$ cat src/rtl/adc_seq_map.svh
// Offsets, field positions, reset values and counts of the conversion sequencer
`ifndef ADC_SEQ_MAP_SVH
`define ADC_SEQ_MAP_SVH

`define CTRL_BITS          4'h8
`define TRACK_AFTER_BIT    4'h5
`define HOLD_AFTER_BIT     4'h8
`define CONV_PERIODS       4'hF
`define STROBE_PERIOD      4'h1
`define FIRST_DECISION     4'h2
`define RESULT_BITS        4'hA
`define RESULT_MSB_ONLY    10'h200
`define RESULT_RESET       10'h000
`define CTRL_RESET         8'h00
`define FIELD_START        7
`define FIELD_SEL_HI       6
`define FIELD_SEL_LO       4
`define FIELD_UNIPOLAR_BIPOLAR_FLAG      3
`define FIELD_SINGLE_ENDED_DIFFERENTIAL_FLAG      2
`define FIELD_PM_HI        1
`define FIELD_PM_LO        0
`define FIFO_WIDTH         10
`define FIFO_DEPTH         16

`endif

$ cat src/rtl/adc_seq_pkg.sv
// Types shared by the conversion sequencer
package adc_seq_pkg;
    typedef enum logic [2:0] {
        ST_WAIT_START = 3'b000,
        ST_CONTROL    = 3'b001,
        ST_CONVERT    = 3'b010,
        ST_PUSH       = 3'b011
    } seq_state_t;

    typedef logic [9:0] result_t;
    typedef logic [2:0] channel_t;
endpackage

$ cat src/rtl/serial_adc_conversion_sequencer.sv
// Serial control, track/hold timing, SAR sequencing and result shifter of an 8-input 10-bit converter
`timescale 1ns/10ps
`include "adc_seq_map.svh"

module serial_adc_conversion_sequencer
    import adc_seq_pkg::*;
(
    input  wire logic     clk,
    input  wire logic     rst,
    input  wire logic     ce,
    input  wire logic     sclk_pin,
    input  wire logic     cs_n_pin,
    input  wire logic     din_pin,
    input  wire logic     shutdown_n,
    input  wire logic     comparator_pin,
    output logic          dout,
    output logic          dout_oe,
    output logic          conversion_strobe_out,
    output logic          strobe_oe,
    output channel_t      pos_channel,
    output channel_t      neg_channel,
    output logic          neg_to_common,
    output logic          tracking,
    output logic          hold_capacitor,
    output result_t       dac_code,
    output logic          unipolar_bipolar_flag,
    output logic [1:0]    power_mode,
    output logic          shutdown_active,
    output logic          converting
);
    // Pin synchronisers: stage one feeds only stage two
    logic [3:0] sync1_q;
    logic [3:0] sync2_q;
    logic       sclk_prev_q;
    logic       sclk_s;
    logic       cs_n_s;
    logic       din_s;
    logic       comp_s;
    logic       shutdown_n_n_s;
    logic       shutdown_n_meta_q;
    logic       sclk_rise;
    logic       sclk_fall;

    // Sync resets to idle levels: select high, so no false frame follows reset
    always_ff @(posedge clk or posedge rst) begin
        if (rst) begin
            sync1_q <= 4'h2;
            sync2_q <= 4'h2;
        end else if (ce) begin
            sync1_q <= {comparator_pin, din_pin, cs_n_pin, sclk_pin};
            sync2_q <= sync1_q;
        end
    end

    always_ff @(posedge clk or posedge rst) begin
        if (rst) begin
            shutdown_n_n_s <= 1'b1;
        end else if (ce) begin
            shutdown_n_n_s <= shutdown_n_meta_q;
        end
    end

    always_ff @(posedge clk or posedge rst) begin
        if (rst) begin
            shutdown_n_meta_q <= 1'b1;
        end else if (ce) begin
            shutdown_n_meta_q <= shutdown_n;
        end
    end

    assign sclk_s = sync2_q[0];
    assign cs_n_s = sync2_q[1];
    assign din_s  = sync2_q[2];
    assign comp_s = sync2_q[3];

    always_ff @(posedge clk or posedge rst) begin
        if (rst) begin
            sclk_prev_q <= 1'b0;
        end else if (ce) begin
            sclk_prev_q <= sclk_s;
        end
    end

    // Serial clock times every step of the sequence except the result push and a shutdown abort
    assign sclk_rise = ce && sclk_s && !sclk_prev_q;
    assign sclk_fall = ce && !sclk_s && sclk_prev_q;

    // Channel code from the two low select bits and a polarity bit
    function automatic channel_t chan_of(input logic [2:0] sel, input logic odd);
        chan_of = {sel[1:0], odd};
    endfunction

    // Sequencer state
    seq_state_t state_q;
    logic [7:0] shift_q;
    logic [3:0] bit_cnt_q;
    logic [3:0] period_q;
    logic [7:0] ctrl_q;
    result_t    result_q;
    result_t    trial_q;
    logic       track_q;
    logic       hold_q;
    logic       strobe_q;
    logic       push_valid;
    logic       push_ready;
    logic       bits_done;
    logic       abort;
    logic       ctrl_take;
    logic       pop_valid;
    logic       pop_ready;
    result_t    pop_data;

    assign push_valid = (state_q == ST_PUSH);
    assign bits_done  = (bit_cnt_q == `CTRL_BITS);
    assign abort      = !shutdown_n_n_s;
    assign ctrl_take  = sclk_fall && state_q == ST_CONTROL && bits_done && !abort;

    always_ff @(posedge clk or posedge rst) begin
        if (rst) begin
            state_q <= ST_WAIT_START;
        end else if (abort) begin
            state_q <= ST_WAIT_START;
        end else if (ce) begin
            unique case (state_q)
                ST_WAIT_START: begin
                    if (sclk_rise && !cs_n_s && din_s) begin
                        state_q <= ST_CONTROL;
                    end
                end
                ST_CONTROL: begin
                    if (sclk_fall && bits_done) begin
                        state_q <= ST_CONVERT;
                    end
                end
                ST_CONVERT: begin
                    // Decisions on rises 2 to 11, push on rise 15
                    if (sclk_rise && period_q == `CONV_PERIODS - 4'h1) begin
                        state_q <= ST_PUSH;
                    end
                end
                ST_PUSH: begin
                    // Full result queue stalls the next conversion
                    if (push_ready) begin
                        state_q <= ST_WAIT_START;
                    end
                end
            endcase
        end
    end

    // Control byte shift register, MSB first
    always_ff @(posedge clk or posedge rst) begin
        if (rst) begin
            shift_q   <= `CTRL_RESET;
            bit_cnt_q <= 4'h0;
        end else if (abort) begin
            bit_cnt_q <= 4'h0;
        end else if (sclk_rise && !cs_n_s) begin
            if (state_q == ST_WAIT_START && din_s) begin
                shift_q   <= {7'h00, 1'b1};
                bit_cnt_q <= 4'h1;
            end else if (state_q == ST_CONTROL && !bits_done) begin
                shift_q   <= {shift_q[6:0], din_s};
                bit_cnt_q <= bit_cnt_q + 4'h1;
            end
        end else if (state_q == ST_WAIT_START) begin
            bit_cnt_q <= 4'h0;
        end
    end

    // Latch the control byte once all eight bits are in
    always_ff @(posedge clk or posedge rst) begin
        if (rst) begin
            ctrl_q <= `CTRL_RESET;
        end else if (ctrl_take) begin
            ctrl_q <= shift_q;
        end
    end

    // Channel routing registered with the control byte
    channel_t pos_chan_q;
    channel_t neg_chan_q;
    logic     neg_common_q;

    always_ff @(posedge clk or posedge rst) begin
        if (rst) begin
            pos_chan_q   <= 3'h0;
            neg_chan_q   <= 3'h0;
            neg_common_q <= 1'b0;
        end else if (ctrl_take) begin
            pos_chan_q <= chan_of(shift_q[`FIELD_SEL_HI:`FIELD_SEL_LO], shift_q[`FIELD_SEL_HI]);
            if (shift_q[`FIELD_SINGLE_ENDED_DIFFERENTIAL_FLAG]) begin
                neg_chan_q   <= chan_of(shift_q[`FIELD_SEL_HI:`FIELD_SEL_LO], shift_q[`FIELD_SEL_HI]);
                neg_common_q <= 1'b1;
            end else begin
                neg_chan_q   <= chan_of(shift_q[`FIELD_SEL_HI:`FIELD_SEL_LO], !shift_q[`FIELD_SEL_HI]);
                neg_common_q <= 1'b0;
            end
        end
    end

    // Track after fifth bit, hold after eighth
    always_ff @(posedge clk or posedge rst) begin
        if (rst) begin
            track_q <= 1'b0;
            hold_q  <= 1'b0;
        end else if (abort) begin
            track_q <= 1'b0;
            hold_q  <= 1'b0;
        end else if (sclk_fall && state_q == ST_CONTROL) begin
            if (bit_cnt_q == `TRACK_AFTER_BIT) begin
                track_q <= 1'b1;
            end
            if (bits_done) begin
                track_q <= 1'b0;
                hold_q  <= 1'b1;
            end
        end else if (state_q == ST_PUSH) begin
            hold_q <= 1'b0;
        end
    end

    // Conversion period counter, one step per serial clock rise
    always_ff @(posedge clk or posedge rst) begin
        if (rst) begin
            period_q <= 4'h0;
        end else if (state_q != ST_CONVERT || abort) begin
            period_q <= 4'h0;
        end else if (sclk_rise) begin
            period_q <= period_q + 4'h1;
        end
    end

    // Strobe rises in the period just ahead of the MSB decision
    always_ff @(posedge clk or posedge rst) begin
        if (rst) begin
            strobe_q <= 1'b0;
        end else if (abort) begin
            strobe_q <= 1'b0;
        end else if (sclk_rise) begin
            strobe_q <= (state_q == ST_CONVERT) && (period_q == 4'h0);
        end
    end

    // Successive approximation: keep or drop the trial bit each step
    always_ff @(posedge clk or posedge rst) begin
        if (rst) begin
            result_q <= `RESULT_RESET;
            trial_q  <= `RESULT_RESET;
        end else if (abort) begin
            // A cut conversion clears the trial bit but leaves its partial code in result_q
            trial_q  <= `RESULT_RESET;
        end else if (sclk_fall && state_q == ST_CONTROL && bits_done) begin
            result_q <= `RESULT_MSB_ONLY;
            trial_q  <= `RESULT_MSB_ONLY;
        end else if (sclk_rise && state_q == ST_CONVERT && period_q >= `FIRST_DECISION - 4'h1
                     && period_q < `FIRST_DECISION + `RESULT_BITS - 4'h1) begin
            // Comparator high means input is above the trial level
            if (!comp_s) begin
                result_q <= (result_q & ~trial_q) | (trial_q >> 1);
            end else begin
                result_q <= result_q | (trial_q >> 1);
            end
            trial_q <= trial_q >> 1;
        end
    end

    result_fifo #(
        .WIDTH (`FIFO_WIDTH),
        .DEPTH (`FIFO_DEPTH)
    ) u_fifo (
        .clk       (clk),
        .rst       (rst),
        .ce        (ce),
        .in_valid  (push_valid),
        .in_ready  (push_ready),
        .in_data   (result_q),
        .out_valid (pop_valid),
        .out_ready (pop_ready),
        .out_data  (pop_data)
    );

    // Output shifter drains the queue only while selected
    result_t    out_shift_q;
    logic [3:0] out_left_q;
    logic       dout_q;

    assign pop_ready = sclk_rise && !cs_n_s && out_left_q == 4'h0 && state_q != ST_CONVERT;

    always_ff @(posedge clk or posedge rst) begin
        if (rst) begin
            out_shift_q <= `RESULT_RESET;
            out_left_q  <= 4'h0;
            dout_q      <= 1'b0;
        end else if (abort) begin
            // Shutdown also stops a word in flight
            out_left_q <= 4'h0;
            dout_q     <= 1'b0;
        end else if (sclk_rise) begin
            if (pop_ready && pop_valid) begin
                dout_q      <= pop_data[9];
                out_shift_q <= {pop_data[8:0], 1'b0};
                out_left_q  <= `RESULT_BITS - 4'h1;
            end else if (out_left_q != 4'h0 && !cs_n_s) begin
                dout_q      <= out_shift_q[9];
                out_shift_q <= {out_shift_q[8:0], 1'b0};
                out_left_q  <= out_left_q - 4'h1;
            end else begin
                dout_q <= 1'b0;
            end
        end
    end

    // Routing outputs come straight from their flops
    assign pos_channel           = pos_chan_q;
    assign neg_channel           = neg_chan_q;
    assign neg_to_common         = neg_common_q;

    // Data and strobe outputs float with chip select high
    assign dout_oe               = !cs_n_s;
    assign strobe_oe             = !cs_n_s;
    assign dout                  = dout_q;
    assign conversion_strobe_out = strobe_q;
    assign tracking              = track_q;
    assign hold_capacitor        = hold_q;
    assign dac_code              = result_q;
    assign unipolar_bipolar_flag = ctrl_q[`FIELD_UNIPOLAR_BIPOLAR_FLAG];
    assign power_mode            = ctrl_q[`FIELD_PM_HI:`FIELD_PM_LO];
    assign shutdown_active       = !shutdown_n_n_s;
    assign converting            = state_q == ST_CONVERT;
endmodule

$ cat src/rtl/result_fifo.sv
// Parameterised synchronous FIFO with valid/ready on both sides
`timescale 1ns/10ps
module result_fifo #(
    parameter int WIDTH = 10,
    parameter int DEPTH = 16
) (
    input  wire logic             clk,
    input  wire logic             rst,
    input  wire logic             ce,
    input  wire logic             in_valid,
    output logic                  in_ready,
    input  wire logic [WIDTH-1:0] in_data,
    output logic                  out_valid,
    input  wire logic             out_ready,
    output logic      [WIDTH-1:0] out_data
);
    localparam int AW = $clog2(DEPTH);

    logic [WIDTH-1:0] mem_q [DEPTH];
    logic [AW:0]      wr_ptr_q;
    logic [AW:0]      rd_ptr_q;
    logic             push;
    logic             pop;

    assign in_ready  = (wr_ptr_q[AW-1:0] != rd_ptr_q[AW-1:0]) || (wr_ptr_q[AW] == rd_ptr_q[AW]);
    assign out_valid = wr_ptr_q != rd_ptr_q;
    assign push      = ce && in_valid && in_ready;
    assign pop       = ce && out_valid && out_ready;
    assign out_data  = mem_q[rd_ptr_q[AW-1:0]];

    always_ff @(posedge clk) begin
        if (push) begin
            mem_q[wr_ptr_q[AW-1:0]] <= in_data;
        end
    end

    always_ff @(posedge clk or posedge rst) begin
        if (rst) begin
            wr_ptr_q <= '0;
        end else if (push) begin
            wr_ptr_q <= wr_ptr_q + 1'b1;
        end
    end

    always_ff @(posedge clk or posedge rst) begin
        if (rst) begin
            rd_ptr_q <= '0;
        end else if (pop) begin
            rd_ptr_q <= rd_ptr_q + 1'b1;
        end
    end
endmodule

$ cat config.mk
export PLATFORM = sky130hd
export DESIGN_NAME = serial_adc_conversion_sequencer
export DESIGN_NICKNAME = d
export VERILOG_FILES = /design/src/rtl/adc_seq_pkg.sv /design/src/rtl/serial_adc_conversion_sequencer.sv /design/src/rtl/result_fifo.sv
export VERILOG_INCLUDE_DIRS = /design/src /design/src/rtl
export SDC_FILE = /design/constraint.sdc
export NUM_CORES = 1
export LEC_CHECK = 0
export BUFFER_PORTS_ARGS = -buffer_cell sky130_fd_sc_hd__buf_4
export CAP_MARGIN = 20
export CORE_MARGIN = 1.5
export CORE_UTILIZATION = 44
export CTS_CLUSTER_DIAMETER = 120
export CTS_CLUSTER_SIZE = 40
export DETAILED_ROUTE_END_ITERATION = 10
export SETUP_SLACK_MARGIN = 0.3
export SKIP_LAST_GASP = 1
export SYNTH_ARGS = -nofsm -noshare
export SYNTH_HDL_FRONTEND = slang
export SYNTH_HIERARCHICAL = 1
export SYNTH_SLANG_ARGS = --single-unit
$ cat constraint.sdc
create_clock -name clk -period 2.4 [get_ports clk]
set_input_delay 0.72 -clock clk [delete_from_list [all_inputs] [get_ports clk]]
set_output_delay 0.72 -clock clk [all_outputs]
set_load 0.01 [all_outputs]
==> metrics.csv, run 1 <==
metric;value;unit
mostFrequentLayoutCell;edfxtp_1;
finish.net_count;814;
drcViolationCount;0;
synth_top_area_cell;edfxtp_1;
hold_viol_final;0;
vdd.ir_drop.worst;547;uV
grt_pass1_wl;38.0;mm
critical_path.endpoint_type;flip-flop;
route.detailed.vias_per_inst;5.68;
async_reset_ff_frac;0.342;
worst_pin_slew;0.469;ns
post_synth_main_area_contributors;edfxtp_1 46%, dfrtp_1 19%, mux2i_1 6.5%;
grt_start_max_net_pins;54;
fp_rows;56;
synth.cell_area;0.0104;mm^2
status;complete, no violations;
hold_path.class;in2async;
worstSkewPairLatency;0.50;ns
clock_sinks;243;
tritoncts;built;
timing.critical_path.cells;buf_12, xor2_2, nor4_4, a21oi_2, buf_12, and4b_1, buf_4;
fmaxAchievable;484;MHz
dr_total_vias;6307;
startpoint_class_of_the_critical_path;flip-flop;
post-synth-top-area-fraction;0.463;
synth_edf_count;160;
yosysSeqAreaShare;0.664;
per_cell_routed_wire_length;22.8;um
slew_headroom;0.687;
criticalPathCategory;reg2reg;
die-area;0.0245;mm^2
multi_input_comb_area;0.00331;mm^2
postSynthAreaPerCell;15.1;um^2
timing.final.crit_share;0.861;
finalClockSkew;0.0266;ns
yosys_register_bits;243;
fill_cells;1944;
cts.root.buffer_cell;clkbuf_16;
timing.critical_path.slowest_cell_delay;0.45;ns
ios;36;
cpMaxStageDelayCell;dfrtp_2;
synthDistinctLibCells;59;
max-cap-violations;0;
static-leakage-power;5.07;nW
synth.yosys.warnings;6;
number_of_h_tree_levels;1;
setup-violations-final;0;
ctsLongestPathBuffers;3;
place_area;0.0115;mm^2
final_cell_mix;160 x edfxtp_1, 102 x buf_4, 76 x dfrtp_1, 67 x mux2i_1, 53 x nand2_1;
number_of_cells_traversed_by_the_worst_register_to_register_path;7;
gp_congestion;0.883;
net_count_synth;713;
flow.area_growth_from_synthesis;17.4;%
crit_path_max_fanout;17;
worst_ep_arrival_time;2.32;ns
seq_area;0.00689;mm^2
place_hpwl;17.3;mm
diodes;0;
floorplan.die.height;157;um
timing.final.crit_period;2.07;ns
wirelength;25.3;mm
floorplan.die.width;157;um
layout-drive-gt1-share;0.269;
unrepaired_setup_endpoints_after_global_routing;true;
grt_pass1_vias;6316;
crit_required;2.66;ns
design.core.area;0.0233;mm^2
timing.critical_path.mode_cell;buf_12;
finalInstanceArea;0.0122;mm^2
number_of_antenna_violations_at_the_first_check_in_global_routing;0;
globalRouteOverflowTotal;0;
tritoncts.num_buffers;10;
setup-tns-final;0;ns
powerDensity;707;mW/mm^2
detailedRoute.firstPassIterationCount;5;
initial_core_util;0.445;
syn_inst;687;
groute.usage.overall;0.208;
detailedRoute.firstIterationViolations;586;
antenna_violating_nets_remaining;0;
portBuffers;35;
dominantRegCellSynth;edfxtp_1;
maxSlewViolCount;0;
clkTransAtPathRegs;0.15;ns
## cell type report
type / count / share of cell area
clock buffers: 12 / 0.0229
clock inverters: 4 / 0.00370
inverters: 23 / 0.00750
well taps: 319 / 0.0328
repair buffers: 126 / 0.0960
multi-input cells: 384 / 0.271
flip-flops and latches: 243 / 0.566
## metrics by stage
stage | total power [W] | worst slack, ns | instances | hold WS, ns | util
5_1_grt | 0.00893 | 0.238 | 1111 | 0.240 | 0.522
4_1_cts | 0.00840 | 0.304 | 1092 | 0.231 | 0.510
3_3_place_gp | 0.00616 | 0.186 | 1070 | 0.467 | 0.492
6_report | 0.00861 | 0.334 | 1111 | 0.222 | 0.522
2_1_floorplan | 0.00580 | 0.270 | 687 | 0.448 | -
3_5_place_dp | 0.00620 | 0.106 | 1070 | 0.484 | 0.492
## where the power goes
part           switching [W]  internal [W]  leakage, nW
Combinational       0.000863      0.000840         2.15
Clock                0.00131      0.000886        0.160
Sequential          0.000154       0.00456         2.76
Total                0.00233       0.00628         5.07
## sequential cells by signal, summed over array words and instances (netlist names), 2 cells and up
signal and flops:
shift_q 7, dac_code 10, state_q 2, period_q 4, out_shift_q 9, u_fifo/wr_ptr_q 5, u_fifo/rd_ptr_q 5, u_fifo/mem_q 160
bit_cnt_q 4, ctrl_q 4, out_left_q 4, sync2_q 4, sync1_q 4, pos_channel 3, trial_q 10
## repair_timing
item | in CTS | in global routing
hold buffers | 0 | 0
cloned | 1 | 4
pin swaps | 2 | 9
buffers inserted | 5 | 15
gates resized for setup | 14 | 37
endpoints found under the setup margin | 122 | 127
## Yosys cell counts (14+ instances only)
cell type,instances
mux2_2,20
dfrtp_1,79
edfxtp_1,160
buf_2,14
o21ai_0,28
nor2_1,22
ha_1,18
nand2_1,53
inv_1,22
a221oi_1,20
mux2i_1,67
mux4_2,20
## routing by layer
layer / track usage / wire length [um] / part of all wire
met2: 0.342 / 12200 / 0.48
met3: 0.0274 / 1570 / 0.062
met5: 0 / 0 / 0
met4: 0.0689 / 739 / 0.029
met1: 0.287 / 10800 / 0.43
## kinds of logic (layout without fill, tap and decap cells)
| logic type | count (synthesis) | count (layout) | synth area share |
|---|---|---|---|
| AOI/OAI and AO/OA | 99 | 99 | 0.0683 |
| xor gates and xnor gates | 17 | 17 | 0.0144 |
| adders and majority gates | 18 | 18 | 0.0217 |
| buffers and inverters | 60 | 165 | 0.0279 |
| DFF | 243 | 243 | 0.664 |
| muxes | 108 | 108 | 0.131 |
| and+or+nand+nor | 142 | 142 | 0.0731 |
## path summary, 6_finish.rpt
path / from / endpoint / slack (ns)
setup / recovery: u_fifo/rd_ptr_q[1]$_DFFE_PP0P_ / u_fifo/mem_q[8][4]$_DFFE_PP_ / 0.33
hold / removal: rst / u_fifo/rd_ptr_q[2]$_DFFE_PP0P_ / 0.22
setup reg to reg: u_fifo/rd_ptr_q[1]$_DFFE_PP0P_ / u_fifo/mem_q[8][4]$_DFFE_PP_ / 0.33
hold reg to reg: sync1_q[1]$_DFFE_PP1P_ / sync2_q[1]$_DFFE_PP1P_ / 0.50
max in group asynchronous: rst / shutdown_n_meta_q$_DFFE_PP1P_ / 1.47
min in group clk: din_pin / sync1_q[2]$_DFFE_PP0P_ / 0.45
## worst max-delay path: cells and delay by family, from the launching register on
family                    cells  cell delay, ns
xor gates and xnor gates      1            0.18
and+or+nand+nor               2            0.61
buffers and inverters         3            0.46
DFF                           1            0.45
AOI/OAI and AO/OA             1            0.13
Note: power is estimated with default switching activity, not from simulation.
==> run 2: changes to the inputs <==
--- a/config.mk
+++ b/config.mk
@@ -8,6 +8,7 @@
 export LEC_CHECK = 0
 export BUFFER_PORTS_ARGS = -buffer_cell sky130_fd_sc_hd__buf_4
 export CAP_MARGIN = 20
+export CORE_ASPECT_RATIO = 1.5
 export CORE_MARGIN = 1.5
 export CORE_UTILIZATION = 44
 export CTS_CLUSTER_DIAMETER = 120
==> constraint.sdc (replaced) <==
create_clock -name clk -period 1.7 [get_ports clk]
set_input_delay 0.51 -clock clk [delete_from_list [all_inputs] [get_ports clk]]
set_output_delay 0.51 -clock clk [all_outputs]
set_load 0.01 [all_outputs]
==> run 2 against run 1 <==
Net effect:
- hold slack gained 0.011 ns
- largest cell class unchanged
- global-route usage rose by 1.9 points
- the run now ends with setup timing left
- largest power group unchanged
- routed wire length grew 11%
==> metrics.csv, run 2 (same netlist as run 1, synthesis figures left out) <==
metric;value;unit;change
status;finished with violations;;
violated_checks;setup timing;;
number_of_antenna_violations_at_the_first_check_in_global_routing;1;;+1
timing.critical_path.mode_cell;buf_6;;
ios;36;;unchanged
finish.net_count;923;;+13%
wirelength;28.0;mm;+11%
per_cell_routed_wire_length;23.0;um;+0.89%
setup-violations-final;219;;+219
layout-drive-gt1-share;0.437;;+0.168
timing.critical_path.cells;xor2_4, nor4_4, buf_4, a21oi_4, buf_6, buf_6, and3_4;;
worst_ep_arrival_time;2.35;ns;+0.03 ns
tritoncts;built;;
worstSkewPairLatency;0.50;ns;about the same
dr_total_vias;6862;;+8.8%
clock_sinks;243;;unchanged
fp_rows;68;;+21%
finalClockSkew;0.0607;ns;+0.0341 ns
tritoncts.num_buffers;10;;unchanged
unrepaired_setup_endpoints_after_global_routing;true;;
critical_path.top_delay_family;flip-flops;;
groute.usage.overall;0.227;;+0.0192
gp_congestion;0.833;;-5.7%
worst_slack;-0.387;ns;-0.721 ns
place_hpwl;17.7;mm;+2.2%
grt_start_max_net_pins;42;;-22%
dp.cells;1127;;+5.3%
crit_path_max_fanout;8;;-9
grt_pass1_vias;6936;;+9.8%
detailedRoute.firstIterationViolations;470;;-20%
globalRouteOverflowTotal;0;;unchanged
cpMaxStageDelayCell;dfrtp_4;;
crit_required;1.96;ns;-0.70 ns
drcViolationCount;0;;unchanged
total_power;0.0129;W;+49%
antenna_violating_nets_remaining;0;;unchanged
route.detailed.vias_per_inst;5.64;;-0.68%
number_of_h_tree_levels;1;;unchanged
grt_pass1_wl;41.3;mm;+8.7%
criticalPathCategory;reg2reg;;
slew_headroom;0.628;;-0.0586
critical_path.endpoint_type;flip-flop;;
hold_viol_final;0;;unchanged
floorplan.die.width;128;um;-18%
die-area;0.0245;mm^2;about the same
ctsLongestPathBuffers;3;;unchanged
hold_slack;0.233;ns;+0.0109 ns
startpoint_class_of_the_critical_path;flip-flop;;
timing.critical_path.slowest_cell_delay;0.58;ns;+0.13 ns
hold_path.class;in2reg;;
timing.final.crit_share;1.23;;+0.367
floorplan.die.height;191;um;+22%
maxSlewViolCount;0;;unchanged
detailedRoute.firstPassIterationCount;7;;+2
mostFrequentLayoutCell;edfxtp_1;;
timing.final.crit_period;2.09;ns;+0.0210 ns
clkTransAtPathRegs;0.15;ns;about the same
final_cell_mix;160 x edfxtp_1, 124 x buf_4, 75 x dfrtp_1, 71 x buf_6, 64 x mux2i_1;;
initial_core_util;0.450;;+0.00531
portBuffers;35;;unchanged
powerDensity;920;mW/mm^2;+30%
final_non_filler_cell_total;1217;;+9.5%
worst_pin_slew;0.555;ns;+0.0868 ns
fmaxAchievable;479;MHz;-1.0%
path_buf_inv;3;;unchanged
vdd.ir_drop.worst;755;uV;+38%
max-cap-violations;0;;unchanged
design.core.area;0.0231;mm^2;-1.2%
flip_flop_count_of_the_largest_register_after_layout;160;;unchanged
static-leakage-power;5.82;nW;+15%
cts.root.buffer_cell;clkbuf_16;;
flow.area_growth_from_synthesis;34.7;%;
==> run 2: changes by cell type in the layout (fill, tap and decap cells not counted), moves of 7 or more <==
cell and change:
a221oi_2 +7, inv_1 -7, buf_12 +8, a221oi_1 -8, buf_6 +62, nand2_1 -8
buf_4 +22, and3_1 -8, ha_1 -8, and3_4 +19
==> run 2: stage by stage <==
stage,setup slack [ns],utilization,cell area (um^2),TNS [ns]
2_1_floorplan,-0.290,-,10700,-14.62
3_3_place_gp,-0.320,0.531,12300,-39.47
3_5_place_dp,-0.352,0.531,12300,-44.20
4_1_cts,-0.304,0.581,13400,-38.01
5_1_grt,-0.428,0.606,14000,-71.65
6_report,-0.387,0.606,14000,-62.62
==> run 2: area by class of cell <==
cell class / count / area [um^2]
tap: 315 / 394
sequential: 243 / 6890
timing repair buffer: 223 / 2310
fill: 1748 / 9080
inverter: 23 / 108
multi-input combinational: 396 / 3950
antenna: 1 / 2.50
clock buffer: 15 / 290
clock inverter: 1 / 30.0
==> run 2: worst register-to-register path: cells and delay by family, from the launching register on <==
kind,cells,cell delay (ns)
flops,1,0.58
simple gates,2,0.54
buf+inv,3,0.46
xor+xnor,1,0.19
compound gates,1,0.09
==> run 2: final timing paths <==
check,end,cells after the start,startpoint,slack (ns)
min in group asynchronous,bit_cnt_q[2]$_DFFE_PP0P_,3,rst,0.56
worst min-delay path,shutdown_n_meta_q$_DFFE_PP1P_,2,shutdown_n,0.23
worst max-delay path,u_fifo/mem_q[3][4]$_DFFE_PP_,7,u_fifo/rd_ptr_q[0]$_DFFE_PP0P_,-0.39
worst max register to register,u_fifo/mem_q[3][4]$_DFFE_PP_,7,u_fifo/rd_ptr_q[0]$_DFFE_PP0P_,-0.39
max in group asynchronous,shift_q[2]$_DFFE_PP0P_,4,rst,0.61
worst min register to register,shift_q[4]$_DFFE_PP0P_,2,shift_q[3]$_DFFE_PP0P_,0.50
==> run 2: timing repair <==
| item | 4_1_cts | 5_1_grt |
|---|---|---|
| resized for setup | 109 | 66 |
| buffers inserted | 28 | 25 |
| endpoints found under the hold margin | 8 | 0 |
| hold buffers | 1 | 0 |
| pin swaps | 29 | 33 |
| endpoints found under the setup margin | 256 | 256 |
| gates cloned | 15 | 4 |
==> run 2: where the power goes <==
| group | leakage [nW] | switching, W | total (W) | internal, W |
|---|---|---|---|---|
| logic | 2.91 | 0.00156 | 0.00316 | 0.00160 |
| clock network | 0.152 | 0.00182 | 0.00306 | 0.00124 |
| registers | 2.76 | 0.000201 | 0.00664 | 0.00643 |
==> run 2: metal layers <==
metal,wire [um],share of wire,global-route usage,up-vias
met1,10400,0.37,0.261,3571
met4,1070,0.038,0.0756,0
met5,0,0,0,-
met3,1010,0.036,0.0199,56
met2,15600,0.56,0.438,182
li1,-,-,-,3053
